--- src/hdl/mrm_pkg.sv ---
// mrm_pkg: shared constants and carrier types for the mii receive/management block
// assumes a 125 MHz system clock and an external 4-bit mii phy
package mrm_pkg;
  localparam int NIB_W      = 4;              // nibble width
  localparam int BYTE_W     = 8;
  localparam int FIFO_DEPTH = 16;             // receive byte buffer depth
  localparam int DIV_W      = 8;              // management clock divider width
  localparam int ADDR_W     = 5;              // phy and register address width
  localparam int MDATA_W    = 16;             // management data bits
  localparam int FRAME_BITS = 64;             // preamble 32 + header 14 + ta 2 + data 16
  localparam int TA_POS     = 46;             // first turnaround bit index
  localparam int DATA_POS   = 48;             // first data bit index
  localparam logic [31:0] PREAMBLE = 32'hffff_ffff;
  localparam logic [1:0]  SOF      = 2'h1;
  localparam logic [1:0]  OP_RD    = 2'h2;
  localparam logic [1:0]  OP_WR    = 2'h1;
  localparam logic [1:0]  TA_WR    = 2'h2;
  localparam logic [1:0]  TA_RD    = 2'h3;    // line released, value unused
  localparam logic [6:0]  CNT_LAST = 7'h3f;   // last bit index of a frame

  typedef enum logic {MRM_IDLE = 1'b0, MRM_SHIFT = 1'b1} mrm_mstate_e;

  typedef struct packed {
    logic              err;                   // frame seen in error so far
    logic [BYTE_W-1:0] data;
  } mrm_rxword_s;

  typedef struct packed {
    logic               write;
    logic [ADDR_W-1:0]  phy;
    logic [ADDR_W-1:0]  reg_addr;
    logic [MDATA_W-1:0] wdata;
  } mrm_mcmd_s;
endpackage : mrm_pkg

--- src/hdl/mii_rx_mdio.sv ---
// mii_rx_mdio: mii receive path, transmit handshake, management master, receive fifo
// assumes every input is synchronous to clk except carrier sense and collision;
// the phy mii clocks are sampled as plain inputs and edge-detected.
`timescale 1ns/1ps

module mrm_fifo #(
  parameter int W = 9,
  parameter int D = 16
) (
  input  wire logic         clk,
  input  wire logic         sys_rst,
  input  wire logic         in_valid,
  input  wire logic [W-1:0] in_data,
  output logic              in_ready,
  output logic              out_valid,
  output logic [W-1:0]      out_data,
  input  wire logic         out_ready
);
  localparam int AW = $clog2(D);
  logic [W-1:0]       mem_ff [D];
  logic [AW-1:0]      wr_ff;
  logic [AW-1:0]      rd_ff;
  logic [$clog2(D+1)-1:0] cnt_ff;
  logic               push;
  logic               load;

  // the output stage counts as one of the D words, so at most D are ever held
  assign in_ready = ((cnt_ff + {{($clog2(D+1)-1){1'b0}}, out_valid}) != D[$clog2(D+1)-1:0]);
  assign push     = in_valid & in_ready;
  // registered output stage keeps out_data straight from a flop
  assign load     = (cnt_ff != '0) & (~out_valid | out_ready);

  always_ff @(posedge clk) begin
    if (push) mem_ff[wr_ff] <= in_data;
  end

  // pointers and fill count
  always_ff @(posedge clk or posedge sys_rst) begin
    if (sys_rst) begin
      wr_ff  <= '0;
      rd_ff  <= '0;
      cnt_ff <= '0;
    end else begin
      if (push) wr_ff <= (wr_ff == AW'(D - 1)) ? '0 : wr_ff + 1'b1;
      if (load) rd_ff <= (rd_ff == AW'(D - 1)) ? '0 : rd_ff + 1'b1;
      cnt_ff <= cnt_ff + {{($clog2(D+1)-1){1'b0}}, push} - {{($clog2(D+1)-1){1'b0}}, load};
    end
  end

  // output stage
  always_ff @(posedge clk or posedge sys_rst) begin
    if (sys_rst) begin
      out_valid <= 1'b0;
      out_data  <= '0;
    end else if (load) begin
      out_valid <= 1'b1;
      out_data  <= mem_ff[rd_ff];
    end else if (out_ready) begin
      out_valid <= 1'b0;
    end
  end
endmodule : mrm_fifo

module mii_rx_mdio
  import mrm_pkg::*;
#(
  parameter int DEPTH = FIFO_DEPTH
) (
  input  wire logic              clk,
  input  wire logic              sys_rst,
  input  wire logic              full_duplex,
  input  wire logic              carrier_sense_in,
  input  wire logic              collision_in,
  output logic                   carrier_sensed,
  input  wire logic              rx_nibble_clock,
  input  wire logic              rx_data_valid,
  input  wire logic [NIB_W-1:0]  rx_nibble_data,
  input  wire logic              rx_error_flag,
  output mrm_rxword_s            rx_byte,
  output logic                   rx_byte_valid,
  input  wire logic              rx_byte_ready,
  output logic                   rx_frame_end,
  output logic                   rx_frame_bad,
  input  wire logic              tx_nibble_clock,
  input  wire logic [NIB_W-1:0]  tx_in_nibble,
  input  wire logic              tx_in_valid,
  input  wire logic              tx_in_last,
  output logic                   tx_in_take,
  output logic                   tx_data_enable,
  output logic [NIB_W-1:0]       tx_nibble_out,
  input  wire logic [DIV_W-1:0]  mgmt_clock_divider,
  input  wire mrm_mcmd_s         mgmt_cmd,
  input  wire logic              mgmt_start,
  output logic                   mgmt_busy,
  output logic                   mgmt_done,
  output logic [MDATA_W-1:0]     mgmt_rdata,
  output logic                   mgmt_clock_out,
  input  wire logic              mgmt_data_in,
  output logic                   mgmt_data_out,
  output logic                   mgmt_data_oe_n
);
  logic crs_meta_ff, col_meta_ff, col_ff;
  logic rxc_ff, txc_ff, rx_rise, tx_rise;
  logic [NIB_W-1:0] lo_ff;
  logic half_ff, err_ff, ovf_ff, in_frame_ff, push_ff, fifo_in_ready;
  mrm_rxword_s word_ff;
  logic tx_active_ff, tx_block;
  mrm_mstate_e mstate_ff;
  logic [DIV_W-1:0] div_ff;
  logic [6:0] bit_ff;
  logic [FRAME_BITS-1:0] sr_ff;
  logic rd_ff, tick;

  // two-flop synchronisers; the async pins wander against both mii clocks
  always_ff @(posedge clk or posedge sys_rst) begin
    if (sys_rst) begin
      crs_meta_ff    <= 1'b0;
      carrier_sensed <= 1'b0;
      col_meta_ff    <= 1'b0;
      col_ff         <= 1'b0;
    end else begin
      crs_meta_ff    <= carrier_sense_in;
      carrier_sensed <= crs_meta_ff;
      col_meta_ff    <= collision_in;
      col_ff         <= col_meta_ff;
    end
  end

  // mii clock edge detection, both phy clocks assumed free-running
  always_ff @(posedge clk or posedge sys_rst) begin
    if (sys_rst) begin
      // start high: a clock already high at release must not look like a rise
      rxc_ff <= 1'b1;
      txc_ff <= 1'b1;
    end else begin
      rxc_ff <= rx_nibble_clock;
      txc_ff <= tx_nibble_clock;
    end
  end
  assign rx_rise = rx_nibble_clock & ~rxc_ff;
  assign tx_rise = tx_nibble_clock & ~txc_ff;

  // receive nibble pairing and frame status
  always_ff @(posedge clk or posedge sys_rst) begin
    if (sys_rst) begin
      lo_ff <= '0; half_ff <= 1'b0; err_ff <= 1'b0; in_frame_ff <= 1'b0;
      push_ff <= 1'b0; word_ff <= '0; rx_frame_end <= 1'b0; rx_frame_bad <= 1'b0;
    end else begin
      push_ff      <= 1'b0;
      rx_frame_end <= 1'b0;
      if (rx_rise) begin
        in_frame_ff <= rx_data_valid;
        if (rx_data_valid) begin
          if (rx_error_flag) err_ff <= 1'b1;
          if (!half_ff) begin
            lo_ff   <= rx_nibble_data;
            half_ff <= 1'b1;
          end else begin
            half_ff <= 1'b0;
            push_ff <= 1'b1;
            word_ff <= '{err: err_ff | rx_error_flag, data: {rx_nibble_data, lo_ff}};
          end
        end else if (in_frame_ff) begin
          // a stray odd nibble or a dropped byte also spoils the frame
          rx_frame_end <= 1'b1;
          rx_frame_bad <= err_ff | half_ff | ovf_ff;
          err_ff       <= 1'b0;
          half_ff      <= 1'b0;
        end
      end
    end
  end

  // overflow: the phy cannot be stalled, so a full buffer drops the byte; set wins
  always_ff @(posedge clk or posedge sys_rst) begin
    if (sys_rst) ovf_ff <= 1'b0;
    else if (push_ff && !fifo_in_ready) ovf_ff <= 1'b1;
    else if (rx_rise && !rx_data_valid && in_frame_ff) ovf_ff <= 1'b0;
  end

  mrm_fifo #(.W($bits(mrm_rxword_s)), .D(DEPTH)) u_fifo (
    .clk       (clk),
    .sys_rst   (sys_rst),
    .in_valid  (push_ff),
    .in_data   (word_ff),
    .in_ready  (fifo_in_ready),
    .out_valid (rx_byte_valid),
    .out_data  (rx_byte),
    .out_ready (rx_byte_ready)
  );

  // transmit: defer on collision (full duplex) or carrier (half duplex) at start only
  assign tx_block = full_duplex ? col_ff : carrier_sensed;
  always_ff @(posedge clk or posedge sys_rst) begin
    if (sys_rst) begin
      tx_active_ff <= 1'b0; tx_data_enable <= 1'b0; tx_nibble_out <= '0; tx_in_take <= 1'b0;
    end else begin
      tx_in_take <= 1'b0;
      if (tx_rise) begin
        if (tx_in_valid && (tx_active_ff || !tx_block)) begin
          tx_data_enable <= 1'b1;
          tx_nibble_out  <= tx_in_nibble;
          tx_in_take     <= 1'b1;
          tx_active_ff   <= ~tx_in_last;
        end else begin
          tx_data_enable <= 1'b0;
          tx_active_ff   <= 1'b0;
        end
      end
    end
  end

  // management divider: one tick per half period of the management clock
  assign tick = (div_ff == '0);
  always_ff @(posedge clk or posedge sys_rst) begin
    if (sys_rst) div_ff <= '0;
    else if (mstate_ff == MRM_IDLE || tick) div_ff <= mgmt_clock_divider;
    else div_ff <= div_ff - 1'b1;
  end

  // management frame engine: shift on falling edge, sample on rising edge
  always_ff @(posedge clk or posedge sys_rst) begin
    if (sys_rst) begin
      mstate_ff <= MRM_IDLE; bit_ff <= '0; sr_ff <= '0; rd_ff <= 1'b0;
      mgmt_busy <= 1'b0; mgmt_done <= 1'b0; mgmt_rdata <= '0;
      mgmt_clock_out <= 1'b0; mgmt_data_out <= 1'b1; mgmt_data_oe_n <= 1'b1;
    end else begin
      mgmt_done <= 1'b0;
      case (mstate_ff)
        MRM_IDLE: begin
          mgmt_data_oe_n <= 1'b1;
          if (mgmt_start) begin
            sr_ff <= {PREAMBLE, SOF, mgmt_cmd.write ? OP_WR : OP_RD, mgmt_cmd.phy,
                      mgmt_cmd.reg_addr, mgmt_cmd.write ? TA_WR : TA_RD,
                      mgmt_cmd.write ? mgmt_cmd.wdata : 16'h0000};
            rd_ff          <= ~mgmt_cmd.write;
            bit_ff         <= '0;
            mstate_ff      <= MRM_SHIFT;
            mgmt_busy      <= 1'b1;
            mgmt_data_out  <= PREAMBLE[31];
            mgmt_data_oe_n <= 1'b0;
          end
        end
        MRM_SHIFT: begin
          if (tick) begin
            mgmt_clock_out <= ~mgmt_clock_out;
            if (!mgmt_clock_out) begin
              if (rd_ff && bit_ff >= 7'(DATA_POS))
                mgmt_rdata <= {mgmt_rdata[MDATA_W-2:0], mgmt_data_in};
            end else if (bit_ff == CNT_LAST) begin
              mstate_ff      <= MRM_IDLE;
              mgmt_busy      <= 1'b0;
              mgmt_done      <= 1'b1;
              mgmt_data_oe_n <= 1'b1;
            end else begin
              bit_ff         <= bit_ff + 1'b1;
              sr_ff          <= {sr_ff[FRAME_BITS-2:0], 1'b0};
              mgmt_data_out  <= sr_ff[FRAME_BITS-2];
              // release from turnaround on for reads only
              mgmt_data_oe_n <= rd_ff && (bit_ff + 1'b1 >= 7'(TA_POS));
            end
          end
        end
        default: mstate_ff <= MRM_IDLE;
      endcase
    end
  end
endmodule : mii_rx_mdio

--- config.mk ---
export PLATFORM = sky130hd
export DESIGN_NAME = mii_rx_mdio
export DESIGN_NICKNAME = d
export VERILOG_FILES = /design/src/hdl/mrm_pkg.sv /design/src/hdl/mii_rx_mdio.sv
export SDC_FILE = /design/constraint.sdc
export NUM_CORES = 1
export LEC_CHECK = 0
export BUFFER_PORTS_ARGS = -buffer_cell sky130_fd_sc_hd__buf_4
export CORE_MARGIN = 2
export CORE_UTILIZATION = 49
export CTS_CLUSTER_DIAMETER = 200
export DETAILED_ROUTE_END_ITERATION = 12
export PLACE_DENSITY = 0.7
export SLEW_MARGIN = 20
export SYNTH_ARGS = -nofsm -noshare
export SYNTH_HDL_FRONTEND = slang
export SYNTH_SLANG_ARGS = --single-unit
--- constraint.sdc ---
create_clock -name clk -period 7.4 [get_ports clk]
set_input_delay 1.48 -clock clk [delete_from_list [all_inputs] [get_ports clk]]
set_output_delay 1.48 -clock clk [all_outputs]
set_load 0.01 [all_outputs]
; ---- Yosys cells after proc, flatten, opt, wreduce, memory -nomap -nowiden
; Memories as Yosys holds them, arrays and structs flattened. A register that Yosys moved wholly into a read port is not among the register bits.
; Cells that the tools add are included.
[classes]
n_eq_ne = 10
n_lt_le_gt_ge = 2
bitwise_logic = 17
n_mux = 60
reduce_logical = 28
addsub = 7
[ops]
columns = cell, n
row1 = 63-bit 2-to-1 mux, 4
row2 = 63-bit one-hot mux with 2 select lines, 1
row3 = 1-bit 2-to-1 mux, 41
row4 = 7-bit 2-to-1 mux, 4
row5 = 16-bit 2-to-1 mux, 1
row6 = "7-bit by 6-bit greater-or-equal comparator with 1-bit output, second input constant", 2
row7 = 7-bit one-hot mux with 2 select lines, 1
row8 = 3-bit AND reduction, 4
row9 = 4-bit AND reduction, 3
row10 = 5-bit by 1-bit adder with 5-bit output, 2
row11 = 2-bit AND reduction, 5
row12 = 1-bit NOT, 9
row13 = "4-bit by 1-bit adder with 4-bit output, second input constant", 2
row14 = "4-bit equality test, second input constant", 2
row15 = 8-bit logical NOT, 1
row16 = 4-bit 2-to-1 mux, 2
row17 = 8-bit 2-to-1 mux, 1
row18 = 1-bit one-hot mux with 2 select lines, 4
row19 = "8-bit by 1-bit subtractor with 8-bit output, second input constant", 1
row20 = "7-bit by 1-bit adder with 7-bit output, second input constant", 1
row21 = "7-bit by 6-bit equality test with 1-bit output, second input constant", 1
row22 = 1-bit logical AND, 6
row23 = "2-bit by 1-bit != test with 1-bit output, second input constant", 3
row24 = "2-bit != test, second input constant", 3
row25 = other kinds (9), 20
[word_totals]
ram_bits = 144
memories = 1
out_inout_bits = 40
in_bits = 57
reg_bits = 148
[mem_list]
columns = memory, depth, word_bits, read_ports, rd_clocked_by_memory_dff, wr, line_no
row1 = u_fifo.mem_ff, 16, 9, 1, 1, 1, mii_rx_mdio.sv:20  ; logic [W-1:0] mem_ff [D];

; ---- Depth between registers and ports, before layout
; Gate-level depths: netlist of run 1.
[logic_depth]
word_depth = 7
mapped_depth = 15
mapped_depth_nobuf = 15

; ---- Cells and area by module
; From an unflattened synthesis of run 1, not the netlist that was laid out.
[unflattened]
hier_cells = 784
area_unflattened_um2 = 12640.9
[modules_own_cells]
columns = mod, seq_area_each_um2, area_per_inst_um2, n_inst, cells_each
row1 = mrm_fifo, 4899.7, 6942.9, 1, 352
row2 = mii_rx_mdio, 3358.2, 5698.0, 1, 432

; ---- Worst setup path after synthesis of run 1
; OpenSTA, ideal clock, no wires.
[synth_timing]
path_kind = input -> register
from = input port rx_byte_ready
to = register u_fifo.cnt_ff[4]
required_time_ns = 7.275
slack_ns = 4.276
stages = 13
arrival_time_ns = 2.999
cell_sequence = inv_1 -> a21o_1 -> inv_1 -> ha_1 -> inv_1 -> ha_1 -> inv_1 -> fa_1 -> inv_1 -> a21oi_1 -> nor2_1 -> nor2_1 -> xnor2_1
[synth_between]
elab_chain_len = 3
[synth_rtl]
columns = element, line_no
row1 = start: declaration, mii_rx_mdio.sv:81  ; input wire logic rx_byte_ready,
row2 = 1-bit bitwise OR, mii_rx_mdio.sv:31  ; assign load = (cnt_ff != '0) & (~out_valid | out_ready);
row3 = 1-bit AND, mii_rx_mdio.sv:31
row4 = net u_fifo.load, mii_rx_mdio.sv:25  ; logic load;
row5 = 5-bit by 1-bit subtractor with 5-bit output, mii_rx_mdio.sv:46  ; cnt_ff <= cnt_ff + {{($clog2(D+1)-1){1'b0}}, push} - {{($clog2(D+1)-1){1'b0}}, load};
row6 = end signal: assignment, mii_rx_mdio.sv:46
row7 = end: declaration, mii_rx_mdio.sv:23  ; logic [$clog2(D+1)-1:0] cnt_ff;
; The timed path passes the listed nets, and every way through them passes these cells.
; A chain may end at the register's enable or synchronous reset.

; ---- Worst setup path in the final report of run 1
; Ends and elaborated chain as after synthesis.

==> impl_metrics.ini, run 1 <==
[setup_path]
r2r_slack_ns = 4.21
path_cells = buf_4, inv_1, a21o_1, inv_1, ha_1, inv_1, ha_1, inv_1, fa_1, inv_1, a21oi_1, nor2_1, nor2_1, xnor2_1
rr_endpoint = u_fifo.cnt_ff[4]
crit_slowest_cell = a21o_1
crit_start = rx_byte_ready
r2r_start = u_fifo.cnt_ff[2]
crit_arrival_ns = 3.65
crit_path_end = u_fifo.cnt_ff[4]
r2r_cells = 15
startpoint_type = input pin
cp_common_cell = inv_1
cp_max_fo = 14
cp-end-kind = register
critical-path-max-stage-delay_ns = 0.44
crit_type = input pin to register
critPathRequiredTime_ns = 7.83

[power]
power_frac_seq = 0.491
p_leak_nw = 5.916
ir_drop_mv = 0.1845
p_int_mw = 3.518
swShare = 0.2947
p_clk_frac = 0.292
p_per_area_mw_per_mm2 = 349.5
p_sw_mw = 1.470
combinationalPowerShare = 0.217

[place]
io_buffers = 96
finalWeightedCongestion = 0.7677
placed_area_mm2 = 0.01330
dp_hpwl_um = 14690

[floorplanning]
die_h_um = 162.2
rows = 57
core_mm2 = 0.02446
dieArea_mm2 = 0.02629
initial_core_util = 0.5010
fp.dieW_um = 162.2
pin_count = 97

[grt]
grt_first_pass_wirelength_um = 37980
grt_antenna_before_repair = 0
grt_pass1_vias = 7112
grt-ovfl-total = 0
grt_start_max_net_pins = 86
gr-usage-all-layers = 0.1822

[sta]
tightest_slew_ns = 0.9717
hold_viol = 0
fin_crit_sh = 0.4355
skew_ns = 0.01429
setup_viol = 0
period_needed_ns = 3.223
final_max_slew_viol_count = 0
maxSlewHeadroom = 0.3522
tns_ns = 0
fmax_mhz = 310.3
rsz0062_at_grt = false

[clock_network]
htreeDepth = 1
clkSinkCount = 301
cts.clk_slew.worst_paths_ns = 0.06
cts_resized = 0
clockBufferDepth = 3
clk_root_buffer_cell = clkbuf_16
cts_tree = yes
holdBufCountCts = 0
cts_setup_buffers = 0
clock_latency_ns = 0.55
numCtsBuffers = 30

[final_layout]
syn_to_final_growth_pct = 16.44
antennaDiodeCount = 0
final_area_mm2 = 0.01427
drive_above_1_share = 0.2516
nNetsFinal = 996

[yosys]
synth.distinct_cells = 56
synth_area_leaders = edfxtp_1, dfrtp_1, mux4_2
synthCells = 816
synth_seq_cells = 301
syn_avg_cell_area_um2 = 15.02
ys_seq_area_frac = 0.6737
synthFlopType = dfrtp_1
yosysTopAreaCellShare = 0.3528
synth_edf_count = 144
synth.yosys.warnings = 0
yosysTopAreaCell = edfxtp_1
async_flop_share = 0.5216
synthesis.nets = 894
netlist_area_mm2 = 0.01226

[detailed_routing]
viasPerCell = 5.434
drc = 0
ant_nets = 0
wl_per_cell_um = 18.22
drtIter0Drc = 494
totalWireLength_um = 23060
first_pass_iters = 5
num_vias = 6880

[min_path]
hold_class = register to register

[flow_run]
cap_violations = 0

[outcome]
outcome = completed
[cells in the mapped netlist, types with 2 or more instances]
cell type and number:
inv_1 49, or3_1 4, edfxtp_1 144, a21boi_0 2
dfstp_2 4, o21ai_0 36, o31ai_1 4, o22a_1 34
mux2_4 10, and3_1 8, a21oi_1 15, clkbuf_1 9
o22ai_1 11, dfrtp_1 153, ha_1 20, mux2_2 19
nand2b_1 3, buf_2 21, nor3_1 3, nand2_1 77
xor2_1 5, o221ai_1 15, mux4_2 36, buf_1 3
nor4_1 4, nand3_1 12, nor2_1 25, xnor2_1 11
nor2b_1 6, clkbuf_2 2, a21o_1 14, mux2i_1 30
and2_1 3, nand3b_1 2
[worst min-delay path by stage]
stage                 from             end  slack [ns]  cells after the start
6_report       col_meta_ff          col_ff        0.34                      0
5_1_grt        col_meta_ff          col_ff        0.36                      0
4_1_cts        col_meta_ff          col_ff        0.35                      0
3_5_place_dp   col_meta_ff          col_ff        0.34                      0
3_3_place_gp   col_meta_ff          col_ff        0.34                      0
2_1_floorplan  crs_meta_ff  carrier_sensed        0.33                      0
[layout make-up]
| type | instances | area [um2] |
|---|---|---|
| sequential | 301 | 8260 |
| clock inverter | 12 | 80.08 |
| fill | 1928 | 10190 |
| inverter | 49 | 188.9 |
| multi-input combinational | 430 | 3647 |
| clock buffer | 44 | 893.4 |
| timing repair buffer | 106 | 795.8 |
| tap | 324 | 405.4 |
[state kept, by name, summed over array words and instances, names as in the netlist, 4 cells and up]
signal / count
word_ff: 9
u_fifo.out_data: 9
u_fifo.wr_ff: 4
u_fifo.rd_ff: 4
sr_ff: 63
div_ff: 8
mgmt_rdata: 16
bit_ff: 7
lo_ff: 4
u_fifo.mem_ff: 144
u_fifo.cnt_ff: 5
tx_nibble_out: 4
[power groups by stage]
stage                     clock network, mW  registers [mW]  logic [mW]
final                                  1.46            2.45        1.08
after global routing                   1.56            2.50        1.21
after CTS                              1.49            2.45        1.10
after detailed placement                  0            2.48        1.10
after global placement                    0            2.46        1.07
after floorplan                           0            2.35       0.833
[logic make-up (layout without fill, tap and decap cells)]
family / count (synthesis) / in the layout / synth area share
flip-flops: 301 / 301 / 0.6737
adder cells (fa/ha/maj): 21 / 21 / 0.02205
AND/OR/NAND/NOR: 156 / 156 / 0.06176
XOR/XNOR: 16 / 16 / 0.01143
AO/OA/AOI/OAI: 142 / 142 / 0.08136
buffers and inverters: 85 / 211 / 0.02930
multiplexers: 95 / 95 / 0.1204
[cells in the final DEF (no fill, tap or decap), types with 4 or more instances in the layout]
master,instances
clkinv_2,7
xnor2_1,11
or3_1,4
dfrtp_1,151
mux4_2,36
mux2_2,19
mux2i_1,30
inv_1,48
a21oi_1,15
o21ai_0,36
o22a_1,34
nor2_1,25
dfstp_2,4
a21o_1,14
mux2_4,10
edfxtp_1,144
o221ai_1,15
and3_1,8
clkbuf_1,5
nor2b_1,6
xor2_1,5
clkbuf_8,9
o31ai_1,4
nor4_1,4
clkbuf_16,30
o22ai_1,11
nand3_1,12
nand2_1,77
buf_4,106
ha_1,20
[metrics by stage]
step           setup WS [ns]  instances  utilization  hold WS (ns)  total power, mW
5_1_grt                3.928       1266       0.5834        0.3572            5.270
3_3_place_gp           3.669       1210       0.5436        0.3395            3.529
4_1_cts                4.173       1266       0.5834        0.3484            5.044
2_1_floorplan          1.692        816            -        0.3312            3.183
3_5_place_dp           3.594       1210       0.5436        0.3385            3.581
6_report               4.177       1266       0.5834        0.3435            4.988
[critical path: cells and delay by family]
| family | cells | cell delay, ns |
|---|---|---|
| adders and majority gates | 3 | 0.88 |
| xor gates and xnor gates | 1 | 0.11 |
| AOI/OAI and AO/OA | 2 | 0.50 |
| buffers and inverters | 6 | 0.55 |
| and+or+nand+nor | 2 | 0.14 |
[metal layers]
metal,global-route usage,vias up,share of wire
met4,0.04344,0,0.020
met1,0.2583,3449,0.46
met2,0.2998,166,0.48
met3,0.02962,37,0.046
li1,-,3228,-
met5,0,-,0
Power figures use the tool's default switching activity.
==> run 2, diff against run 1 <==
ABC_AREA = 1   (was default)
clock period = 3 ns   (was 7.4 ns; I/O delays follow)
==> run 2 against run 1 <==
  * Area after synthesis increased by 3.0%
  * Power increased by 130%
  * Clock power grew to 2.6 times the previous value
  * Cell count increased by 27%
  * Sequential share of layout area decreased by 1.4 points
  * Largest power group unchanged
  * Routed wire length is 15% higher
  * Critical path depth down 3
  * Register-to-register slack worse by 3.9 ns
  * Combinational power up 120%
  * Highest routed layer unchanged
  * Critical path type is now register to register
  * Largest cell class unchanged
  * Sequential power rose by 120%
==> impl_metrics.ini, run 2 <==
[outcome]
outcome = completed

[power]
ir_drop_mv = 0.8232
swShare = 0.3106
p_int_mw = 7.915
p_per_area_mw_per_mm2 = 785.4
p_clk_frac = 0.325
combinationalPowerShare = 0.208
p_sw_mw = 3.567
p_leak_nw = 6.239
power_frac_seq = 0.467

[setup_path]
cp_max_fo = 10
path_delay_family = simple AND/OR/NAND/NOR gates
critPathRequiredTime_ns = 3.18
path_cells = ha_1, ha_1, nor2_1, nor2_1, nand2_1, nor2_1, nand2_1, nand2_1, clkinv_1, nand2_1, nor2_1
startpoint_type = register
crit_type = register to register
crit_arrival_ns = 2.85
crit_slowest_cell = nor2_1
critical-path-max-stage-delay_ns = 0.66
cp-end-kind = register
path_buf_inv = 1

[yosys]
synth_top_family_by_area = simple AND/OR/NAND/NOR gates
yosysTopAreaCell = edfxtp_1
yosysMostFrequentCell = nand2_1
synthCells = 1162
synthXorXnorAreaFrac = 0.01110
synth_seq_cells = 301
synth_fa_ha_area_frac = 0.02141
synth-compound-area-share = 0.1052
synthSimpleGateAreaFrac = 0.1404
synth_edf_count = 144
syn_avg_cell_area_um2 = 10.87
synth_area_leaders = edfxtp_1, dfrtp_1, nand2_1
synth.distinct_cells = 39
muxShareOfSynthArea = 0.01427
synth.yosys.warnings = 0
netlist_area_mm2 = 0.01263
async_flop_share = 0.5216
yosys-top-cells-count = nand2_1, nor2_1, dfrtp_1, edfxtp_1, o21ai_0
synthesis.nets = 1240
ys_seq_area_frac = 0.6540
yosysTopAreaCellShare = 0.3425
synthFlopType = dfrtp_1

[grt]
gr-usage-all-layers = 0.2017
grt-ovfl-total = 0
grt_pass1_vias = 8368
grt_first_pass_wirelength_um = 43240
grt_antenna_before_repair = 0
grt_start_max_net_pins = 75

[sta]
setup_slack_ns = 0.3277
rsz0062_at_grt = false
tns_ns = 0
final_max_slew_viol_count = 0
fmax_mhz = 374.2
setup_viol = 0
fin_crit_sh = 0.8908
hold_viol = 0
maxSlewHeadroom = 0.4420
skew_ns = 0.01160
period_needed_ns = 2.672
tightest_slew_ns = 0.8369

[floorplanning]
rows = 58
fp.dieW_um = 164.5
pin_count = 97
dieArea_mm2 = 0.02707
initial_core_util = 0.5000
core_mm2 = 0.02525
die_h_um = 164.5

[final_layout]
layout_common_cells = nand2_1, nor2_1, dfrtp_1
largest_reg_flops = 144
syn_to_final_growth_pct = 15.79
largestRegisters = u_fifo.mem_ff: 144 flops, sr_ff: 63 flops, mgmt_rdata: 16 flops
drive_above_1_share = 0.1531
layout.cells.non_filler = 1604
antennaDiodeCount = 0
fillCellCount = 2122
final_common_cell = nand2_1
largest_register = u_fifo.mem_ff
nNetsFinal = 1331

[detailed_routing]
drc = 0
num_vias = 8584
wl_per_cell_um = 16.58
ant_nets = 0
totalWireLength_um = 26590
first_pass_iters = 5
viasPerCell = 5.352
drtIter0Drc = 696

[place]
dp_cells = 1550
io_buffers = 96
dp_hpwl_um = 16880
finalWeightedCongestion = 0.8198
place_ws_ns = 0.3602

[flow_run]
cap_violations = 0

[clock_network]
clk_root_buffer_cell = clkbuf_16
clkSinkCount = 301
cts_tree = yes
cts.clk_slew.worst_paths_ns = 0.06
clock_latency_ns = 0.55
cts_resized = 0
holdBufCountCts = 0
numCtsBuffers = 31
htreeDepth = 1
cts_setup_buffers = 0
clockBufferDepth = 3

[min_path]
hold_class = input pin to async pin
run 2: cell count changes in the layout (fill, tap and decap cells not counted), moves of 36 or more:
cell     previous run  this run
o21ai_0            36       101
nand2_1            77       178
nand3_1            12        70
mux4_2             36         0
inv_1              48        91
nor2_1             25       159
run 2: power by group through the flow:
stage               combinational (mW)  sequential [mW]  clock (mW)
floorplan                         1.61             5.20           0
global placement                  2.34             5.43           0
detailed placement                2.37             5.44           0
CTS                               2.39             5.36        3.81
global route                      2.69             5.41        3.98
finish                            2.39             5.36        3.73
run 2: worst paths after layout:
check / end / cells past startpoint / slack (ns) / startpoint
worst min-delay path: tx_nibble_out[2] / 2 / 0.16 / sys_rst
worst max-delay path: u_fifo.mem_ff[12][7] / 11 / 0.33 / u_fifo.out_valid
min in group clk: col_meta_ff / 1 / 0.16 / collision_in
max in group asynchronous: mgmt_data_out / 3 / 2.06 / sys_rst
worst max register to register: u_fifo.mem_ff[12][7] / 11 / 0.33 / u_fifo.out_valid
worst min register to register: carrier_sensed / 0 / 0.35 / crs_meta_ff
run 2: cell families (layout without fill, tap and decap cells):
family | count (synthesis) | count (layout)
flip-flops | 301 | 301
buffers and inverters | 157 | 269
multiplexers | 16 | 16
AO/OA/AOI/OAI | 223 | 223
AND/OR/NAND/NOR | 428 | 428
XOR/XNOR | 16 | 16
adder cells (fa/ha/maj) | 21 | 21
run 2: layer usage:
layer	global-route usage	routed length [um]	vias to the layer above
li1	-	-	4141
met1	0.2816	11900	4141
met2	0.3210	12240	262
met3	0.04746	1954	40
met4	0.05178	495	0
met5	0	0	-
run 2: metrics by stage:
| stage | hold WS (ns) | util | total power, mW | cell area, um2 |
|---|---|---|---|---|
| after floorplan | 0.3312 | - | 6.815 | 12630 |
| after global placement | 0.3322 | 0.5400 | 7.775 | 13640 |
| after detailed placement | 0.3379 | 0.5400 | 7.811 | 13640 |
| after CTS | 0.1292 | 0.5789 | 11.56 | 14620 |
| after global routing | 0.1335 | 0.5789 | 12.07 | 14620 |
| final | 0.1554 | 0.5789 | 11.48 | 14620 |
run 2: layout make-up:
cell class	instances	area (um2)	share of cell area
repair buffers	115	888.4	0.06077
inverters	100	379.1	0.02593
multi-input cells	704	3697	0.2529
well taps	330	412.9	0.02824
flip-flops and latches	301	8259	0.5650
clock inverters	13	168.9	0.01155
clock buffers	41	813.3	0.05563
==> run 3, diff against run 2 <==
CORE_MARGIN = default   (was 2)
SETUP_SLACK_MARGIN = 0.4   (was default)
==> run 3 against run 2 <==
  * Setup slack gained 0.14 ns
  * Critical path type unchanged
  * Clock skew grew 0.0079 ns
  * Largest power group unchanged
  * Final area grew 1.0%
  * Die area shrank 2.4%
==> impl_metrics.ini, run 3 (synthesis results as in run 2) <==
[outcome]
outcome = completed

[detailed_routing]
ant_nets = 0
totalWireLength_um = 26890
first_pass_iters = 5
wl_per_cell_um = 16.73
viasPerCell = 5.341
drtIter0Drc = 808
num_vias = 8588
drc = 0

[sta]
maxSlewHeadroom = 0.4329
skew_ns = 0.01953
tns_ns = 0
final_max_slew_viol_count = 0
hold_viol = 0
setup_slack_ns = 0.4710
fin_crit_sh = 0.8430
tightest_slew_ns = 0.8507
rsz0062_at_grt = true
period_needed_ns = 2.529
fmax_mhz = 395.4
setup_viol = 0

[min_path]
hold_class = input pin to async pin

[setup_path]
path_delay_family = simple AND/OR/NAND/NOR gates
cp_max_fo = 9
crit_start = u_fifo.out_valid
r2r_start = u_fifo.out_valid
crit_arrival_ns = 2.70
crit_path_end = u_fifo.mem_ff[10][3]
crit_slowest_cell = nor2_1
r2r_slack_ns = 0.47
crit_type = register to register
cp-end-kind = register
startpoint_type = register
path_buf_inv = 1
rr_endpoint = u_fifo.mem_ff[10][3]
cp_num_cells = 11
critical-path-max-stage-delay_ns = 0.61
cp_common_cell = nor2_1
path_cells = ha_1, ha_1, nor2_1, nor2_1, nand2_1, nor2_1, nand2_1, nand2_2, inv_4, nand2_1, nor2_1
r2r_cells = 11
critPathRequiredTime_ns = 3.17

[grt]
grt_first_pass_wirelength_um = 43940
grt_antenna_before_repair = 0
grt_start_max_net_pins = 77
grt_pass1_vias = 8549
gr-usage-all-layers = 0.2106
grt-ovfl-total = 0

[place]
dp_hpwl_um = 16800
io_buffers = 96
dp_cells = 1549
place_ws_ns = 0.3430
finalWeightedCongestion = 0.8680

[power]
p_leak_nw = 6.312
ir_drop_mv = 0.7769
p_per_area_mw_per_mm2 = 798.2

[flow_run]
cap_violations = 0

[final_layout]
layout_common_cells = nand2_1, dfrtp_1, nor2_1
fillCellCount = 2085
largest_register = u_fifo.mem_ff
largest_reg_flops = 144
drive_above_1_share = 0.1706
syn_to_final_growth_pct = 17.00
largestRegisters = u_fifo.mem_ff: 144 flops, sr_ff: 63 flops, mgmt_rdata: 16 flops
antennaDiodeCount = 0
nNetsFinal = 1331
layout.cells.non_filler = 1608
final_common_cell = nand2_1

[clock_network]
holdBufCountCts = 0
htreeDepth = 1
clockBufferDepth = 3
clock_latency_ns = 0.55
cts.clk_slew.worst_paths_ns = 0.06
clk_root_buffer_cell = clkbuf_16
clkSinkCount = 301
cts_setup_buffers = 0
numCtsBuffers = 31
cts_tree = yes

[floorplanning]
die_h_um = 162.5
dieArea_mm2 = 0.02641
rows = 58
core_mm2 = 0.02525
pin_count = 97
initial_core_util = 0.5000
fp.dieW_um = 162.5
## run 3: cell count changes in the layout (fill, tap and decap cells not counted), sizes merged
cell and change:
clkinv +2, buf -1, clkinvlp +1, inv +2
## run 3: cell type report
| class | instances | area (um2) | share of cell area |
|---|---|---|---|
| sequential | 301 | 8259 | 0.5591 |
| clock inverter | 17 | 197.7 | 0.01338 |
| clock buffer | 41 | 883.3 | 0.05980 |
| inverter | 100 | 381.6 | 0.02583 |
| timing repair buffer | 114 | 905.9 | 0.06132 |
| timing repair inverter | 1 | 7.507 | 0.0005082 |
| multi-input combinational | 704 | 3724 | 0.2521 |
| tap | 330 | 412.9 | 0.02795 |
## run 3: what timing repair did
action,in CTS,in global routing
cloned,0,1
gates resized for setup,8,5
setup endpoints to repair,62,65
pin swaps,0,0
## run 3: layer usage
| layer | GRT usage | wire (um) | vias up |
|---|---|---|---|
| li1 | - | - | 4151 |
| met1 | 0.2919 | 11640 | 4106 |
| met2 | 0.3370 | 12730 | 282 |
| met3 | 0.04380 | 1930 | 49 |
| met4 | 0.05789 | 600 | 0 |
| met5 | 0 | 0 | - |
## run 3: report_power, final
part / switching (mW) / internal [mW]
clock: 1.58 / 2.41
sequential: 0.602 / 4.84
combinational: 1.51 / 0.855
## run 3: how the worst min path moves through the flow
stage | cells past startpoint | from | endpoint | slack [ns]
5_1_grt | 1 | carrier_sense_in | crs_meta_ff | 0.13
3_3_place_gp | 0 | col_meta_ff | col_ff | 0.33
3_5_place_dp | 0 | crs_meta_ff | carrier_sensed | 0.33
4_1_cts | 1 | collision_in | col_meta_ff | 0.13
6_report | 2 | sys_rst | in_frame_ff | 0.14
2_1_floorplan | 0 | crs_meta_ff | carrier_sensed | 0.33
## run 3: stage by stage
step	power (mW)	hold slack (ns)	cell area, um2	util
finish	11.79	0.1381	14770	0.5849
global route	12.40	0.1331	14770	0.5849
CTS	11.87	0.1289	14750	0.5842
detailed placement	7.852	0.3347	13650	0.5407
global placement	7.771	0.3330	13650	0.5407
floorplan	6.815	0.3312	12630	-
## run 3: worst reg2reg max path, cell delays in order, from the launching register on
cell and delay [ns]:
dfrtp_1 0.40, ha_1 0.23, ha_1 0.21, nor2_1 0.11
nor2_1 0.04, nand2_1 0.05, nor2_1 0.05, nand2_1 0.07
nand2_2 0.11, inv_4 0.10, nand2_1 0.16, nor2_1 0.61
